### config.mk
export PLATFORM = sky130hd
export DESIGN_NAME = reset_cause_recorder
export DESIGN_NICKNAME = d
export VERILOG_FILES = /design/src/rcr_pkg.sv /design/src/reset_cause_recorder.sv
export VERILOG_INCLUDE_DIRS = /design/src /design/src/src
export SDC_FILE = /design/constraint.sdc
export NUM_CORES = 1
export LEC_CHECK = 0
export ABC_CLOCK_PERIOD_IN_PS = 2350
export BUFFER_PORTS_ARGS = -buffer_cell sky130_fd_sc_hd__buf_2
export CORE_UTILIZATION = 54
export DETAILED_ROUTE_END_ITERATION = 10
export PLACE_DENSITY = 0.86
export REMOVE_ABC_BUFFERS = 1
export SYNTH_ARGS = -nofsm -noshare
export SYNTH_HDL_FRONTEND = slang
export SYNTH_SLANG_ARGS = --single-unit
### constraint.sdc
create_clock -name clock -period 2.35 [get_ports clock]
set_clock_uncertainty 0.15 [all_clocks]
set_input_delay 0.1175 -clock clock [delete_from_list [all_inputs] [get_ports clock]]
set_output_delay 0.1175 -clock clock [all_outputs]
set_load 0.01 [all_outputs]
### src/rcr_defs.svh
// Register offsets, field positions, reset values, write mask and watchdog setting of the reset cause recorder
`ifndef RCR_DEFS_SVH
`define RCR_DEFS_SVH
`define RCR_ADDR_CAUSE     4'h0
`define RCR_ADDR_IRQ_STAT  4'h1
`define RCR_ADDR_IRQ_MASK  4'h2
`define RCR_ADDR_MODE      4'h3
`define RCR_BIT_TRAP       15
`define RCR_BIT_ILLEGAL    14
`define RCR_BIT_FLASH_REG  11
`define RCR_BIT_CFG_MIS    9
`define RCR_BIT_CORE_REG   8
`define RCR_BIT_PIN        7
`define RCR_BIT_SOFT       6
`define RCR_BIT_WDT_EN     5
`define RCR_BIT_WDT_TO     4
`define RCR_BIT_SLEEP      3
`define RCR_BIT_IDLE       2
`define RCR_BIT_BROWNOUT   1
`define RCR_BIT_POWERON    0
`define RCR_CAUSE_POR      16'h0003
`define RCR_CAUSE_WMASK    16'hcbff
`define RCR_WDT_CFG_ON     2'h3
`endif

### src/rcr_pkg.sv
// Types shared by the reset cause recorder
package rcr_pkg;
   typedef enum logic [1:0] {RCR_RUN, RCR_IDLE, RCR_SLEEP} rcr_mode_type;
   typedef struct packed {
      logic trapConflict;
      logic illegalOp;
      logic configMismatch;
      logic masterClear;
      logic resetInstr;
      logic watchdogTimeout;
      logic brownout;
      logic powerOn;
   } rcr_event_type;
   typedef struct packed {
      logic [3:0]  addr;
      logic [15:0] wdata;
      logic        wr;
      logic        rd;
   } rcr_bus_type;
   typedef struct packed {
      logic [15:0]  cause;
      logic [15:0]  irqStat;
      logic [15:0]  irqMask;
      rcr_mode_type mode;
      logic [15:0]  rdata;
      logic         irq;
      logic         wdtRun;
      logic         sysClockRun;
      logic         cpuRun;
      logic         coreRegStandby;
      logic         flashRegStandby;
      logic         deviceReset;
      logic [1:0]   pinSync;
      logic         porDone;
   } rcr_state_type;
endpackage

### src/reset_cause_recorder.sv
// Reset cause register, watchdog enable, power-save mode and interrupt logic
//
// Added by the designer: the address map and strobed register access.
`timescale 1ns/1ns
`default_nettype none
`include "rcr_defs.svh"
module reset_cause_recorder
   import rcr_pkg::*;
(
   input  wire logic          clock,
   input  wire logic          rstn,
   input  wire rcr_bus_type   bus,
   output logic [15:0]        rdata,
   input  wire rcr_event_type events,
   input  wire logic          masterClearPin,
   input  wire logic [1:0]    watchdogConfigField,
   input  wire logic          enterSleep,
   input  wire logic          enterIdle,
   input  wire logic          enabledInterrupt,
   output logic               irq,
   output logic               wdtRun,
   output logic               sysClockRun,
   output logic               cpuRun,
   output logic               coreRegStandby,
   output logic               flashRegStandby,
   output logic               deviceReset
);
   rcr_state_type s;
   rcr_state_type next_s;
   logic [15:0]   setBits;
   logic          pinEvent;
   logic          causeWrite;
   logic          wakeEvent;

   ////////////////////////////////////////////////////////////////////////////////
   // Event collection
   always_comb begin
      pinEvent = s.pinSync[1] | events.masterClear;
      causeWrite = bus.wr && bus.addr == `RCR_ADDR_CAUSE;
      setBits = 16'h0000;
      setBits[`RCR_BIT_TRAP]     = events.trapConflict;
      setBits[`RCR_BIT_ILLEGAL]  = events.illegalOp;
      setBits[`RCR_BIT_CFG_MIS]  = events.configMismatch;
      setBits[`RCR_BIT_PIN]      = pinEvent;
      setBits[`RCR_BIT_SOFT]     = events.resetInstr;
      setBits[`RCR_BIT_WDT_TO]   = events.watchdogTimeout;
      setBits[`RCR_BIT_BROWNOUT] = events.brownout;
      setBits[`RCR_BIT_POWERON]  = events.powerOn;
      wakeEvent = enabledInterrupt | events.watchdogTimeout | (|setBits);
      if (s.mode == RCR_SLEEP && wakeEvent) begin
         setBits[`RCR_BIT_SLEEP] = 1'b1;
      end
      if (s.mode == RCR_IDLE && wakeEvent) begin
         setBits[`RCR_BIT_IDLE] = 1'b1;
      end
   end

   ////////////////////////////////////////////////////////////////////////////////
   // Next state
   always_comb begin
      next_s = s;
      next_s.pinSync = {s.pinSync[0], masterClearPin};
      next_s.porDone = 1'b1;
      next_s.rdata = 16'h0000;
      if (bus.rd) begin
         case (bus.addr)
            `RCR_ADDR_CAUSE:    next_s.rdata = s.cause;
            `RCR_ADDR_IRQ_STAT: next_s.rdata = s.irqStat;
            `RCR_ADDR_IRQ_MASK: next_s.rdata = s.irqMask;
            `RCR_ADDR_MODE:     next_s.rdata = {14'h0000, s.mode};
            default:            next_s.rdata = 16'h0000;
         endcase
      end
      // Software writes to the cause register are masked stores; no reset follows
      if (bus.wr && bus.addr == `RCR_ADDR_CAUSE) begin
         next_s.cause = bus.wdata & `RCR_CAUSE_WMASK;
      end
      next_s.cause = next_s.cause | setBits;
      if (bus.wr && bus.addr == `RCR_ADDR_IRQ_MASK) begin
         next_s.irqMask = bus.wdata & `RCR_CAUSE_WMASK;
      end
      if (bus.wr && bus.addr == `RCR_ADDR_IRQ_STAT) begin
         next_s.irqStat = s.irqStat & ~bus.wdata;
      end
      next_s.irqStat = next_s.irqStat | setBits;
      next_s.irq = |(next_s.irqStat & next_s.irqMask);
      // Power-save mode
      case (s.mode)
         RCR_RUN: begin
            if (enterSleep) begin
               next_s.mode = RCR_SLEEP;
            end else if (enterIdle) begin
               next_s.mode = RCR_IDLE;
            end
         end
         RCR_IDLE, RCR_SLEEP: begin
            if (wakeEvent) begin
               next_s.mode = RCR_RUN;
            end
         end
         default: next_s.mode = RCR_RUN;
      endcase
      next_s.sysClockRun = next_s.mode != RCR_SLEEP;
      next_s.cpuRun = next_s.mode == RCR_RUN;
      next_s.coreRegStandby = next_s.mode == RCR_SLEEP
                              && !next_s.cause[`RCR_BIT_CORE_REG];
      next_s.flashRegStandby = next_s.mode == RCR_SLEEP
                               && !next_s.cause[`RCR_BIT_FLASH_REG];
      next_s.wdtRun = watchdogConfigField == `RCR_WDT_CFG_ON
                      || next_s.cause[`RCR_BIT_WDT_EN];
      next_s.deviceReset = events.trapConflict | events.illegalOp
                           | events.configMismatch | pinEvent | events.resetInstr
                           | events.watchdogTimeout | events.brownout;
   end

   always_ff @(posedge clock) begin
      if (!rstn) begin
         s <= '0;
         s.cause <= `RCR_CAUSE_POR;
         s.irqStat <= `RCR_CAUSE_POR;
         s.mode <= RCR_RUN;
         s.sysClockRun <= 1'b1;
         s.cpuRun <= 1'b1;
      end else begin
         s <= next_s;
      end
   end

   assign rdata = s.rdata;
   assign irq = s.irq;
   assign wdtRun = s.wdtRun;
   assign sysClockRun = s.sysClockRun;
   assign cpuRun = s.cpuRun;
   assign coreRegStandby = s.coreRegStandby;
   assign flashRegStandby = s.flashRegStandby;
   assign deviceReset = s.deviceReset;

   ////////////////////////////////////////////////////////////////////////////////
   // Checks
   trap_flag_set_a: assert property (@(posedge clock) disable iff (!rstn)
      events.trapConflict |=> s.cause[`RCR_BIT_TRAP])
      else $error("trap flag not set");
   illegal_flag_set_a: assert property (@(posedge clock) disable iff (!rstn)
      events.illegalOp |=> s.cause[`RCR_BIT_ILLEGAL] && deviceReset)
      else $error("illegal op flag or reset missing");
   mismatch_flag_set_a: assert property (@(posedge clock) disable iff (!rstn)
      events.configMismatch |=> s.cause[`RCR_BIT_CFG_MIS])
      else $error("mismatch flag not set");
   pin_flag_set_a: assert property (@(posedge clock) disable iff (!rstn)
      $rose(masterClearPin) |-> ##3 s.cause[`RCR_BIT_PIN])
      else $error("pin flag not set");
   soft_flag_set_a: assert property (@(posedge clock) disable iff (!rstn)
      events.resetInstr |=> s.cause[`RCR_BIT_SOFT])
      else $error("soft reset flag not set");
   wdt_enable_follow_a: assert property (@(posedge clock) disable iff (!rstn)
      s.porDone && watchdogConfigField != `RCR_WDT_CFG_ON
      |=> wdtRun == s.cause[`RCR_BIT_WDT_EN])
      else $error("watchdog enable mismatch");
   wdt_timeout_set_a: assert property (@(posedge clock) disable iff (!rstn)
      events.watchdogTimeout |=> s.cause[`RCR_BIT_WDT_TO])
      else $error("timeout flag not set");
   soft_write_a: assert property (@(posedge clock) disable iff (!rstn)
      bus.wr && bus.addr == 4'h0 && events == '0 && !s.pinSync[1]
      |=> s.cause == (($past(bus.wdata) & 16'hcbff) | (s.cause & 16'h000c))
          && !deviceReset)
      else $error("software write wrong or caused reset");
   wdt_forced_a: assert property (@(posedge clock) disable iff (!rstn)
      watchdogConfigField == 2'h3 |=> wdtRun)
      else $error("watchdog not forced on");
   sleep_clock_a: assert property (@(posedge clock) disable iff (!rstn)
      s.mode == RCR_SLEEP |-> !sysClockRun && !cpuRun)
      else $error("clock runs in sleep");
   wake_exit_a: assert property (@(posedge clock) disable iff (!rstn)
      s.mode != RCR_RUN && enabledInterrupt |=> s.mode == RCR_RUN)
      else $error("no wake on interrupt");
   brownout_set_a: assert property (@(posedge clock) disable iff (!rstn)
      events.brownout |=> s.cause[`RCR_BIT_BROWNOUT])
      else $error("brownout flag not set");
   regulator_standby_a: assert property (@(posedge clock) disable iff (!rstn)
      s.mode == RCR_SLEEP |-> coreRegStandby == !s.cause[`RCR_BIT_CORE_REG])
      else $error("core regulator standby wrong");

   // Flags stay clear without their event or a cause write
   trap_flag_hold_a: assert property (@(posedge clock) disable iff (!rstn)
      !events.trapConflict && !causeWrite && !s.cause[`RCR_BIT_TRAP]
      |=> !s.cause[`RCR_BIT_TRAP])
      else $error("trap flag set without event");
   illegal_flag_hold_a: assert property (@(posedge clock) disable iff (!rstn)
      !events.illegalOp && !causeWrite && !s.cause[`RCR_BIT_ILLEGAL]
      |=> !s.cause[`RCR_BIT_ILLEGAL])
      else $error("illegal op flag set without event");
   mismatch_flag_hold_a: assert property (@(posedge clock) disable iff (!rstn)
      !events.configMismatch && !causeWrite && !s.cause[`RCR_BIT_CFG_MIS]
      |=> !s.cause[`RCR_BIT_CFG_MIS])
      else $error("mismatch flag set without event");
   pin_flag_hold_a: assert property (@(posedge clock) disable iff (!rstn)
      !events.masterClear && !s.pinSync[1] && !causeWrite && !s.cause[`RCR_BIT_PIN]
      |=> !s.cause[`RCR_BIT_PIN])
      else $error("pin flag set without event");
   soft_flag_hold_a: assert property (@(posedge clock) disable iff (!rstn)
      !events.resetInstr && !causeWrite && !s.cause[`RCR_BIT_SOFT]
      |=> !s.cause[`RCR_BIT_SOFT])
      else $error("soft reset flag set without event");
   timeout_flag_hold_a: assert property (@(posedge clock) disable iff (!rstn)
      !events.watchdogTimeout && !causeWrite && !s.cause[`RCR_BIT_WDT_TO]
      |=> !s.cause[`RCR_BIT_WDT_TO])
      else $error("timeout flag set without event");
   brownout_flag_hold_a: assert property (@(posedge clock) disable iff (!rstn)
      !events.brownout && !causeWrite && !s.cause[`RCR_BIT_BROWNOUT]
      |=> !s.cause[`RCR_BIT_BROWNOUT])
      else $error("brownout flag set without event");
   poweron_flag_hold_a: assert property (@(posedge clock) disable iff (!rstn)
      !events.powerOn && !causeWrite && !s.cause[`RCR_BIT_POWERON]
      |=> !s.cause[`RCR_BIT_POWERON])
      else $error("power-on flag set without event");

   // Flags set on their event and stay set until a cause write
   poweron_set_a: assert property (@(posedge clock) disable iff (!rstn)
      events.powerOn |=> s.cause[`RCR_BIT_POWERON])
      else $error("power-on flag not set");
   pin_event_set_a: assert property (@(posedge clock) disable iff (!rstn)
      events.masterClear |=> s.cause[`RCR_BIT_PIN])
      else $error("pin flag not set by event");
   flags_sticky_a: assert property (@(posedge clock) disable iff (!rstn)
      !causeWrite |=> (s.cause & $past(s.cause)) == $past(s.cause))
      else $error("flag dropped without write");
   sleep_wake_flag_a: assert property (@(posedge clock) disable iff (!rstn)
      s.mode == RCR_SLEEP && enabledInterrupt |=> s.cause[`RCR_BIT_SLEEP])
      else $error("sleep wake flag not set");
   idle_wake_flag_a: assert property (@(posedge clock) disable iff (!rstn)
      s.mode == RCR_IDLE && enabledInterrupt |=> s.cause[`RCR_BIT_IDLE])
      else $error("idle wake flag not set");

   // Reset requests
   trap_reset_req_a: assert property (@(posedge clock) disable iff (!rstn)
      events.trapConflict |=> deviceReset)
      else $error("no reset on trap conflict");
   mismatch_reset_req_a: assert property (@(posedge clock) disable iff (!rstn)
      events.configMismatch |=> deviceReset)
      else $error("no reset on mismatch");
   soft_reset_req_a: assert property (@(posedge clock) disable iff (!rstn)
      events.resetInstr |=> deviceReset)
      else $error("no reset on reset instruction");
   timeout_reset_req_a: assert property (@(posedge clock) disable iff (!rstn)
      events.watchdogTimeout |=> deviceReset)
      else $error("no reset on watchdog timeout");
   pin_reset_req_a: assert property (@(posedge clock) disable iff (!rstn)
      events.masterClear |=> deviceReset)
      else $error("no reset on master clear");
   quiet_no_reset_a: assert property (@(posedge clock) disable iff (!rstn)
      events == '0 && !s.pinSync[1] |=> !deviceReset)
      else $error("reset without cause");

   // Power-save modes
   run_clock_a: assert property (@(posedge clock) disable iff (!rstn)
      s.mode == RCR_RUN |-> sysClockRun && cpuRun)
      else $error("clock or processor stopped in run");
   idle_clock_a: assert property (@(posedge clock) disable iff (!rstn)
      s.mode == RCR_IDLE |-> sysClockRun && !cpuRun)
      else $error("idle clocks wrong");
   sleep_entry_a: assert property (@(posedge clock) disable iff (!rstn)
      s.mode == RCR_RUN && enterSleep |=> s.mode == RCR_SLEEP)
      else $error("sleep not entered");
   idle_entry_a: assert property (@(posedge clock) disable iff (!rstn)
      s.mode == RCR_RUN && !enterSleep && enterIdle |=> s.mode == RCR_IDLE)
      else $error("idle not entered");
   run_hold_a: assert property (@(posedge clock) disable iff (!rstn)
      s.mode == RCR_RUN && !enterSleep && !enterIdle |=> s.mode == RCR_RUN)
      else $error("run left without request");
   wake_timeout_a: assert property (@(posedge clock) disable iff (!rstn)
      s.mode != RCR_RUN && events.watchdogTimeout |=> s.mode == RCR_RUN)
      else $error("no wake on watchdog timeout");
   wake_event_a: assert property (@(posedge clock) disable iff (!rstn)
      s.mode != RCR_RUN && events != '0 |=> s.mode == RCR_RUN)
      else $error("no wake on reset event");
   pin_wake_a: assert property (@(posedge clock) disable iff (!rstn)
      s.mode != RCR_RUN && s.pinSync[1] |=> s.mode == RCR_RUN)
      else $error("no wake on master clear");
   sleep_hold_a: assert property (@(posedge clock) disable iff (!rstn)
      s.mode == RCR_SLEEP && !enabledInterrupt && events == '0 && !s.pinSync[1]
      |=> s.mode == RCR_SLEEP)
      else $error("sleep left without wake event");
   idle_hold_a: assert property (@(posedge clock) disable iff (!rstn)
      s.mode == RCR_IDLE && !enabledInterrupt && events == '0 && !s.pinSync[1]
      |=> s.mode == RCR_IDLE)
      else $error("idle left without wake event");
   flash_standby_a: assert property (@(posedge clock) disable iff (!rstn)
      s.mode == RCR_SLEEP |-> flashRegStandby == !s.cause[`RCR_BIT_FLASH_REG])
      else $error("flash regulator standby wrong");
   awake_active_a: assert property (@(posedge clock) disable iff (!rstn)
      s.mode != RCR_SLEEP |-> !coreRegStandby && !flashRegStandby)
      else $error("regulator in standby while awake");

   // Register reads and interrupt status
   rdata_idle_a: assert property (@(posedge clock) disable iff (!rstn)
      !bus.rd |=> rdata == 16'h0000)
      else $error("read data without read");
   rdata_cause_a: assert property (@(posedge clock) disable iff (!rstn)
      bus.rd && bus.addr == `RCR_ADDR_CAUSE |=> rdata == $past(s.cause))
      else $error("cause read wrong");
   rdata_stat_a: assert property (@(posedge clock) disable iff (!rstn)
      bus.rd && bus.addr == `RCR_ADDR_IRQ_STAT |=> rdata == $past(s.irqStat))
      else $error("status read wrong");
   rdata_mode_a: assert property (@(posedge clock) disable iff (!rstn)
      bus.rd && bus.addr == `RCR_ADDR_MODE |=> rdata == {14'h0000, $past(s.mode)})
      else $error("mode read wrong");
   reserved_zero_a: assert property (@(posedge clock) disable iff (!rstn)
      (s.cause & ~`RCR_CAUSE_WMASK) == 16'h0000)
      else $error("unimplemented cause bit set");
   irq_stat_set_a: assert property (@(posedge clock) disable iff (!rstn)
      events.watchdogTimeout |=> s.irqStat[`RCR_BIT_WDT_TO])
      else $error("timeout status not set");
   irq_trap_stat_a: assert property (@(posedge clock) disable iff (!rstn)
      events.trapConflict |=> s.irqStat[`RCR_BIT_TRAP])
      else $error("trap status not set");
   irq_level_a: assert property (@(posedge clock) disable iff (!rstn)
      irq == |(s.irqStat & s.irqMask))
      else $error("interrupt level wrong");
   irq_clear_a: assert property (@(posedge clock) disable iff (!rstn)
      bus.wr && bus.addr == `RCR_ADDR_IRQ_STAT && events == '0 && !s.pinSync[1]
      && s.mode == RCR_RUN |=> (s.irqStat & $past(bus.wdata)) == 16'h0000)
      else $error("interrupt status not cleared");
endmodule
`default_nettype wire

Word level (Yosys, flattened, before mapping)
Index checks and enable logic that the tools add are counted.
Word-level totals
  bits in registers: 75
  logic and storage cells: 62
  output and inout port bits: 23
Operators by class
  bitwise operators: 14
  muxes and demuxes: 10
  equality and inequality tests: 8
  reduce and logical (&&, ||, !) cells: 17
Operator list (count)
  16-bit one-hot mux with 4 select lines: 1
  16-bit 2-to-1 mux: 3
  16-bit AND: 2
  16-bit OR: 2
  16-bit inverter: 1
  16-bit OR reduction: 1
  1-bit OR: 9
  4-bit by 2-bit equality test with 1-bit output, second input constant: 2
  8-bit OR reduction: 1
  1-bit logical AND: 7
  2-bit equality test, second input constant: 3
  2-bit 2-to-1 mux: 3
  4-bit by 1-bit equality test with 1-bit output, second input constant: 1
  2-bit zero test: 2
  4-bit zero test: 1
  2-bit one-hot mux with 2 select lines: 1
  2-bit by 1-bit equality test with 1-bit output, second input constant: 1
  1-bit zero test: 2
  1-bit 2-to-1 mux: 2
  2-bit != test, second input constant: 1
  2-bit AND reduction: 1
  2-bit OR reduction: 1
  1-bit logical OR: 1

Depth between registers and ports, before layout
Gate-level depths: netlist of the first run.
  word-level depth: 8
  mapped depth: 9
  mapped depth without buffers: 7

Least setup slack after synthesis of the first run
No wires, ideal clock.
  path kind: input-to-reg
  from: input port bus[18] (netlist bit)
  to: register s (netlist bit irq)
  stages on the path: 8
  path slack: 0.423 ns
  arrival time: 1.652 ns
  path buffers: 2
  library setup time: 0.125 ns
  cells stage by stage: clkbuf_1 -> nor2b_4 -> buf_6 -> nand3_4 -> mux2_2 -> a22oi_2 -> nand4_1 -> o41a_1
Between the ends
  word-level cells in the longest chain between the ends: 6
  elaborated cells between the ends (all ways): 9
RTL lines
  start: declaration: RTL line reset_cause_recorder.sv:12  | input wire rcr_bus_type bus,
  4-bit by 1-bit equality test with 1-bit output
  1-bit logical AND (no line)
  16-bit 2-to-1 mux: RTL line reset_cause_recorder.sv:82  | if (bus.wr && bus.addr == `RCR_ADDR_IRQ_STAT) begin
  16-bit OR: RTL line reset_cause_recorder.sv:85  | next_s.irqStat = next_s.irqStat | setBits;
  16-bit AND *: RTL line reset_cause_recorder.sv:86  | next_s.irq = |(next_s.irqStat & next_s.irqMask);
  16-bit OR reduction *: RTL line reset_cause_recorder.sv:86
  end signal: assignment: RTL line reset_cause_recorder.sv:125  | s <= next_s;
  end: declaration: RTL line reset_cause_recorder.sv:28  | rcr_state_type s;
Every way passes the cells marked *; elsewhere a longest branch is shown, timed or not.
A chain may end at the register's enable or synchronous reset.

Worst setup path after layout of the first run
  from: input port events[4] (netlist bit)
  to: register s (netlist bit irq)
Between the ends
  word-level cells in the longest chain between the ends: 8
  elaborated cells between the ends (all ways): 10
RTL lines
  start: declaration: RTL line reset_cause_recorder.sv:14  | input wire rcr_event_type events,
  1-bit OR *: RTL line reset_cause_recorder.sv:38  | pinEvent = s.pinSync[1] | events.masterClear;
  8-bit OR reduction: RTL line reset_cause_recorder.sv:49  | wakeEvent = enabledInterrupt | events.watchdogTimeout | (|setBits);
  1-bit OR: RTL line reset_cause_recorder.sv:49
  1-bit logical AND, on equally long branches: RTL line reset_cause_recorder.sv:53, reset_cause_recorder.sv:50
  1-bit 2-to-1 mux, on equally long branches: RTL line reset_cause_recorder.sv:53, reset_cause_recorder.sv:50
  16-bit OR *: RTL line reset_cause_recorder.sv:85
  16-bit AND *: RTL line reset_cause_recorder.sv:86
  16-bit OR reduction *: RTL line reset_cause_recorder.sv:86
Marked as above.

==> results.toml, run 1 <==
[critical_path]
start_kind = "input port"
critPathKind = "input port to flip-flop"
critical_path.slowest_cell = "dlygate4sd3_1"
worst-path-buf-inv = 2
cp_max_fo = 5
critPathRequiredTime_ns = 2.43
crit_arrival_ns = 2.31
cp-end-kind = "flip-flop"
crit_family = "compound AO/OA/AOI/OAI gates"
crit_chain = "dlygate4sd3_1 > buf_2 > nor2_2 > nand4_1 > a22oi_1 > o22a_1 > o2111ai_1 > o41a_1"
slowest_delay_ns = 0.54

[routing]
drc = 0
dr.pass1.iters = 5
vias_per_cell = 5.474
antenna_left = 0
drt_iter0_drc = 174
postRouteWirelength_mm = 7.526
wl_per_cell_um = 15.65
vias = 2633

[die]
io_pins = 61
initial_utilization = 0.5750
dieArea_mm2 = 0.005915
die_w_um = 76.91
die_y_um = 76.91
core_mm2 = 0.005270
row_count = 26

[cells_and_area]
layout.cells.most_common = "dfxtp_1"
fillCellCount = 394
n_antenna_cell = 0
fin_util = 0.7305
most-common-layout-cells = "dfxtp_1, buf_2, nor2_1"
nets = 449
area_delta_synth_final_pct = 27.04
multi_input_area_mm2 = 0.001355
drive_gt1_frac = 0.2336
seqCellArea_mm2 = 0.001441

[flow_run]
cap_violations = 0

[grt]
grt_pass1_vias = 2708
grt_start_max_net_pins = 35
antenna_found_initial = 0
grt_pass1_wl_mm = 12.27
grt_overflow = 0
grt.total_usage = 0.2713

[cts]
cts.clk_slew.worst_paths_ns = 0.07
cts_tree = "built"
htreeDepth = 3
clock-sinks = 72
cts_made_buffers = 9
clockBufferDepth = 2
cts-root-buf = "clkbuf_8"
clk_latency_ns = 0.35

[logic_synthesis]
postSynthCellCount = 322
yosysSeqAreaShare = 0.4756
synth-seq-cells = 72
synth_area_mm2 = 0.003030
ys_warn_count = 0
async_reset_ff_frac = 0
synth_edf_count = 0
avgSynthCellArea_um2 = 9.411
synth_cell_type_count = 43
synthFlopType = "dfxtp_1"

[place]
io_buffers = 60
dp_hpwl_mm = 4.900
gp_congestion = 0.8363

[power_and_ir_drop]
vdd_drop_max_mv = 0.3928
p_per_area_mw_per_mm2 = 667.0
p_seq_frac = 0.497
switchingPower_mw = 0.5879
power.leakage_nw = 1.753
clkPwrFrac = 0.397
combPwrFrac = 0.107
switching_share = 0.2289
p_int_mw = 1.980

[sta]
setup_tns_ns = 0
relSlewSlack = 0.6446
worstMarginPinSlew_ns = 0.5283
rsz0062_at_grt = "no"
period_share = 0.9465
slew_violations = 0
setup_viol = 0
finalHoldViolCount = 0
whs_ns = 0.01713
min_period_ns = 2.224
fmax_mhz = 449.6

[outcome]
status = "complete, no violations"

[hold_path]
min_path_type = "input port to flip-flop"
## path summary, 6_finish.rpt
path / start / endpoint / slack [ns] / cells past startpoint
setup / recovery: events[4] / irq$_SDFF_PN0_ / 0.13 / 8
hold / removal: bus[15] / s[57]$_SDFF_PN0_ / 0.02 / 3
setup reg to reg: s[2]$_SDFF_PN0_ / irq$_SDFF_PN0_ / 0.29 / 6
hold reg to reg: next_s[2]$_SDFF_PN0_ / s[2]$_SDFF_PN0_ / 0.28 / 1
## cell usage after synthesis (2+ instances only)
cell / number / share of area
nor2_1: 55 / 0.068
a21oi_1: 27 / 0.045
nor4_1: 2 / 0.0041
buf_4: 17 / 0.042
mux4_2: 2 / 0.015
o21ai_0: 2 / 0.0033
and3_1: 12 / 0.025
dfxtp_1: 72 / 0.48
nand2_1: 19 / 0.024
nor2b_1: 3 / 0.0062
nand3b_1: 3 / 0.0074
clkbuf_1: 8 / 0.0099
buf_2: 4 / 0.0066
a21boi_0: 2 / 0.0050
inv_1: 10 / 0.012
a31oi_1: 2 / 0.0041
and2_1: 7 / 0.014
a22oi_1: 4 / 0.0099
nand3_1: 6 / 0.0099
mux2_2: 2 / 0.0074
nand4_1: 2 / 0.0041
mux2i_1: 34 / 0.11
o22ai_1: 2 / 0.0041
buf_6: 2 / 0.0074
o21a_1: 2 / 0.0050
ha_1: 4 / 0.017
## routing by layer
layer | up-vias | GRT usage | share of wire
met4 | 0 | 0.1500 | 0.024
met1 | 1226 | 0.2921 | 0.39
met5 | - | 0 | 0
met3 | 18 | 0.05357 | 0.083
met2 | 139 | 0.4929 | 0.51
li1 | 1250 | - | -
## cell type report
type / count / share of cell area
clock buffer: 11 / 0.03412
multi-input combinational: 208 / 0.3520
sequential: 72 / 0.3744
timing repair buffer: 105 / 0.1878
clock inverter: 4 / 0.01820
inverter: 11 / 0.01072
tap: 70 / 0.02275
## sequential cells by signal, summed over array words and instances (netlist names)
register,cells
s,48
coreRegStandby,1
rdata,16
deviceReset,1
flashRegStandby,1
sysClockRun,1
irq,1
wdtRun,1
cpuRun,1
next_s,1
## metrics by stage
| step | cells | setup WS (ns) | cell area (um^2) | total power, mW |
|---|---|---|---|---|
| after floorplan | 291 | 0.2254 | 2830 | 1.412 |
| after global placement | 430 | 0.1226 | 3286 | 1.516 |
| after detailed placement | 430 | -0.0003799 | 3286 | 1.525 |
| after CTS | 479 | 0.08932 | 3827 | 2.571 |
| after global routing | 481 | 0.01166 | 3850 | 2.658 |
| final | 481 | 0.1258 | 3850 | 2.568 |
## worst reg2reg max path, delay by kind of cell, from the launching register on
family / cells / cell delay (ns)
DFF: 1 / 0.31
AOI/OAI and AO/OA: 4 / 1.04
and+or+nand+nor: 2 / 0.45
## power by group through the flow
stage / Combinational (mW) / Sequential (mW) / Clock (mW)
floorplan: 0.108 / 1.30 / 0
CTS: 0.267 / 1.27 / 1.03
global placement: 0.215 / 1.30 / 0
detailed placement: 0.223 / 1.30 / 0
global route: 0.299 / 1.28 / 1.08
finish: 0.274 / 1.28 / 1.02
## timing repair
item | CTS | global route
hold buffers | 34 | 0
endpoints found under the hold margin | 42 | 0
resized for setup | 0 | 2
setup buffers | 0 | 2
endpoints found under the setup margin | 0 | 4
## cells by family after synthesis
logic type | count (synthesis) | synth area share
adder cells (fa/ha/maj) | 4 | 0.01652
buffers and inverters | 42 | 0.07969
AND/OR/NAND/NOR | 116 | 0.1916
flip-flops | 72 | 0.4756
multiplexers | 38 | 0.1346
AO/OA/AOI/OAI | 50 | 0.1020
Power figures use the tool's default switching activity.
==> run 2, diff against run 1 <==
Settings changed: CORE_ASPECT_RATIO set to 1.25, CORE_MARGIN set to 2, PLACE_DENSITY 0.86 to 0.85.
==> results.toml, run 2 (same netlist as run 1, synthesis figures left out) <==
[outcome]
status = "complete, no violations"

[critical_path]
reg2regPathDepth = 7
start_kind = "input port"
r2r_end = "flashRegStandby$_SDFF_PN0_"
critPathKind = "input port to flip-flop"
endpoint = "irq$_SDFF_PN0_"
cp-end-kind = "flip-flop"
timing.critical_path.from = "events[5]"
crit_arrival_ns = 2.23
cp_max_fo = 3
r2r-start = "s[26]$_SDFF_PN0_"
critPathRequiredTime_ns = 2.44
ff2ff_setup_slack_ns = 0.44

[power_and_ir_drop]
power.leakage_nw = 1.745
vdd_drop_max_mv = 0.4422
p_seq_frac = 0.521
p_total_mw = 2.446
p_int_mw = 1.827
switchingPower_mw = 0.6186
clkPwrFrac = 0.367
combPwrFrac = 0.111
p_per_area_mw_per_mm2 = 639.8
switching_share = 0.2529

[routing]
drc = 0
vias = 2600
antenna_left = 0
drt_iter0_drc = 200
vias_per_cell = 5.462
postRouteWirelength_mm = 7.368
wl_per_cell_um = 15.48
dr.pass1.iters = 4

[cells_and_area]
fin_util = 0.7023
multi_input_area_mm2 = 0.001354
n_antenna_cell = 0
drive_gt1_frac = 0.2379
most-common-layout-cells = "dfxtp_1, buf_2, nor2_1"
nets = 449
largest_reg_flops = 48
layout.cells.most_common = "dfxtp_1"
seqCellArea_mm2 = 0.001441
area_delta_synth_final_pct = 26.14
top_register = "s"
fillCellCount = 407

[sta]
fin_ws_ns = 0.2132
rsz0062_at_grt = "no"
setup_viol = 0
slew_violations = 0
finalHoldViolCount = 0
min_period_ns = 2.137
worstMarginPinSlew_ns = 0.7219
fmax_mhz = 468.0
whs_ns = 0.01831
setup_tns_ns = 0
relSlewSlack = 0.5174
period_share = 0.9093

[grt]
grt_overflow = 0
grt_pass1_vias = 2504
antenna_found_initial = 0
grt.total_usage = 0.2459
grt_pass1_wl_mm = 11.65
grt_start_max_net_pins = 25

[cts]
cts.clk_slew.worst_paths_ns = 0.07
clockBufferDepth = 2
cts_made_buffers = 9
clk_latency_ns = 0.36
cts-root-buf = "clkbuf_8"
cts_tree = "built"
htreeDepth = 3
clock-sinks = 72

[place]
dp_hpwl_mm = 4.935
io_buffers = 60
gp_congestion = 0.8805
place_ws_ns = 0.1436

[hold_path]
min_path_type = "input port to flip-flop"
worstHoldStart = "rstn"

[die]
io_pins = 61
row_count = 30
die_y_um = 87.76
die_w_um = 71.01
core_mm2 = 0.005443
dieArea_mm2 = 0.006231
initial_utilization = 0.5568

[flow_run]
cap_violations = 0
## run 2: cell types whose count changed in the layout (fill, tap and decap cells not counted), sizes merged
cell	before	now
bufinv	2	0
clkinv	3	5
clkinvlp	0	1
## run 2: how the worst min path moves through the flow
stage,endpoint,slack (ns),cells past startpoint
2_1_floorplan,s[44]$_SDFF_PN1_,0.07,2
3_3_place_gp,next_s[2]$_SDFF_PN0_,0.17,2
3_5_place_dp,next_s[2]$_SDFF_PN0_,0.19,2
4_1_cts,s[54]$_SDFF_PN0_,0.002,3
5_1_grt,deviceReset$_SDFF_PN0_,0.02,3
6_report,irq$_SDFF_PN0_,0.02,2
## run 2: layout make-up
cell class | count | share of cell area
inverters | 11 | 0.01080
flip-flops and latches | 72 | 0.3771
repair buffers | 105 | 0.1892
clock buffers | 11 | 0.03961
multi-input cells | 208 | 0.3542
well taps | 64 | 0.02095
clock inverters | 5 | 0.008183
## run 2: worst max-delay path, stage by stage
cell	delay (ns)
dlygate4sd3_1	0.53
buf_2	0.15
nor4_2	0.23
nand4_1	0.24
a22oi_1	0.29
o22a_1	0.22
o2111ai_1	0.13
o41a_1	0.33
## run 2: power groups by stage
stage,Combinational (mW),Clock [mW],Sequential [mW]
6_report,0.272,0.898,1.28
5_1_grt,0.296,0.951,1.28
4_1_cts,0.267,0.903,1.27
3_5_place_dp,0.224,0,1.30
3_3_place_gp,0.217,0,1.30
2_1_floorplan,0.108,0,1.30
## run 2: stage by stage
stage | instance area, um^2 | instances
floorplan | 2830 | 291
global placement | 3293 | 426
detailed placement | 3293 | 426
CTS | 3806 | 475
global route | 3822 | 476
finish | 3822 | 476
## run 2: timing repair
item / 4_1_cts / 5_1_grt
endpoints found under the setup margin: 0 / 4
resized for setup: 0 / 1
endpoints found under the hold margin: 41 / 1
setup buffers: 0 / 0
hold buffers: 33 / 1
## run 2: metal layers
layer,part of all wire,vias up,track usage
met4,0.036,0,0.1218
met3,0.053,25,0.05524
met2,0.52,95,0.4427
met5,0,-,0
li1,-,1254,-
met1,0.39,1226,0.2732
==> run 3, diff against run 2 <==
Settings changed: ABC_CLOCK_PERIOD_IN_PS 2350 to 2670, CORE_UTILIZATION 54 to 58, PLACE_DENSITY 0.85 to 0.9, SKIP_LAST_GASP set to 1.
Clock period 2.35 ns to 2.67 ns, I/O delays scaled along.
==> results.toml, run 3 (same netlist as run 1, synthesis figures left out) <==
[routing]
wl_per_cell_um = 17.68
drt_iter0_drc = 251
antenna_left = 0
dr.pass1.iters = 5
postRouteWirelength_mm = 8.222
drc = 0
vias_per_cell = 5.847
vias = 2719

[die]
initial_utilization = 0.6008
die_y_um = 84.82
row_count = 29
dieArea_mm2 = 0.005823
die_w_um = 68.65
core_mm2 = 0.005044
io_pins = 61

[cts]
cts-root-buf = "clkbuf_8"
post_cts_buffers = 0
cts_made_buffers = 9
clock-sinks = 72
clockBufferDepth = 2
cts_resized = 0
clk_latency_ns = 0.35
htreeDepth = 3
cts.clk_slew.worst_paths_ns = 0.08
cts_tree = "built"

[cells_and_area]
most-common-layout-cells = "dfxtp_1, buf_2, nor2_1"
top_register = "s"
nets = 441
fillCellCount = 318
n_antenna_cell = 0
largest_reg_flops = 48
area_delta_synth_final_pct = 25.43
seqCellArea_mm2 = 0.001441
layout.cells.most_common = "dfxtp_1"
drive_gt1_frac = 0.2308
final_cells = 465
multi_input_area_mm2 = 0.001348

[sta]
fmax_mhz = 409.7
relSlewSlack = 0.4770
whs_ns = 0.01118
setup_viol = 0
slew_violations = 0
worstMarginPinSlew_ns = 0.7824
rsz0062_at_grt = "no"
min_period_ns = 2.441
period_share = 0.9142
finalHoldViolCount = 0
setup_tns_ns = 0

[critical_path]
critPathRequiredTime_ns = 2.76
slowest_delay_ns = 0.54
crit_arrival_ns = 2.53
start_kind = "input port"
critical_path.slowest_cell = "dlygate4sd3_1"
cp-end-kind = "flip-flop"
cp_max_fo = 5
crit_chain = "dlygate4sd3_1 > buf_2 > nor4_1 > nand4_1 > nand2_1 > a21boi_0 > o22ai_1 > o41a_1"
critPathKind = "input port to flip-flop"

[grt]
grt_pass1_vias = 2639
grt_overflow = 0
grt_start_max_net_pins = 28
grt_pass1_wl_mm = 12.48
grt.total_usage = 0.2963
antenna_found_initial = 0

[outcome]
status = "complete, no violations"

[place]
dp_hpwl_mm = 5.032
gp_congestion = 0.8528
io_buffers = 60
placed_cells = 421

[power_and_ir_drop]
combPwrFrac = 0.098
power.leakage_nw = 1.729
p_int_mw = 1.857
switchingPower_mw = 0.5520
p_total_mw = 2.409
switching_share = 0.2291
vdd_drop_max_mv = 0.4763
p_seq_frac = 0.466
p_per_area_mw_per_mm2 = 633.8
clkPwrFrac = 0.435

[flow_run]
cap_violations = 0

[hold_path]
min_path_type = "input port to flip-flop"
[run 3: cell count changes in the layout (fill, tap and decap cells not counted), sizes merged]
cell and delta:
buf -3, clkinvlp +1, bufinv +3, clkinv -4, clkbuf -1, dlygate4sd3 -5
[run 3: area by class of cell]
class	instances	share of cell area
Sequential cell	72	0.3792
Multi-Input combinational cell	208	0.3545
Timing Repair Buffer	97	0.1712
Clock inverter	5	0.02765
Tap cell	62	0.02041
Inverter	11	0.01086
Clock buffer	10	0.03621
[run 3: worst max-delay path, delay by kind of cell]
family	cells	cell delay, ns
AO/OA/AOI/OAI	3	0.83
AND/OR/NAND/NOR	3	0.89
buffers and inverters	2	0.68
[run 3: worst paths after layout]
| kind | endpoint | slack (ns) | cells after the start | startpoint |
|---|---|---|---|---|
| max | irq$_SDFF_PN0_ | 0.23 | 8 | events[3] |
| min | s[60]$_SDFF_PN1_ | 0.01 | 3 | bus[2] |
| max reg2reg | irq$_SDFF_PN0_ | 0.56 | 6 | s[2]$_SDFF_PN0_ |
| min reg2reg | s[2]$_SDFF_PN0_ | 0.29 | 1 | next_s[2]$_SDFF_PN0_ |
[run 3: stage by stage]
| stage | utilization | area [um^2] | worst slack, ns |
|---|---|---|---|
| floorplan | - | 2830 | 0.5294 |
| global placement | 0.6480 | 3268 | 0.2627 |
| finish | 0.7537 | 3801 | 0.2290 |
| global route | 0.7537 | 3801 | 0.1792 |
| CTS | 0.7537 | 3801 | 0.2967 |
| detailed placement | 0.6480 | 3268 | 0.2289 |
[run 3: repair_timing]
action | 4_1_cts | 5_1_grt
hold buffers | 29 | 0
setup endpoints to repair | 0 | 0
hold endpoints to repair | 32 | 0
[run 3: power by group through the flow]
stage | clock, mW | sequential, mW | combinational, mW
global placement | 0 | 1.15 | 0.190
CTS | 1.05 | 1.12 | 0.229
floorplan | 0 | 1.15 | 0.0950
detailed placement | 0 | 1.15 | 0.195
finish | 1.05 | 1.12 | 0.237
global route | 1.10 | 1.13 | 0.254
[run 3: per-layer routing]
metal | share of wire | global-route usage
met2 | 0.49 | 0.4764
met1 | 0.38 | 0.3248
met4 | 0.051 | 0.2182
met3 | 0.077 | 0.07692
met5 | 0 | 0
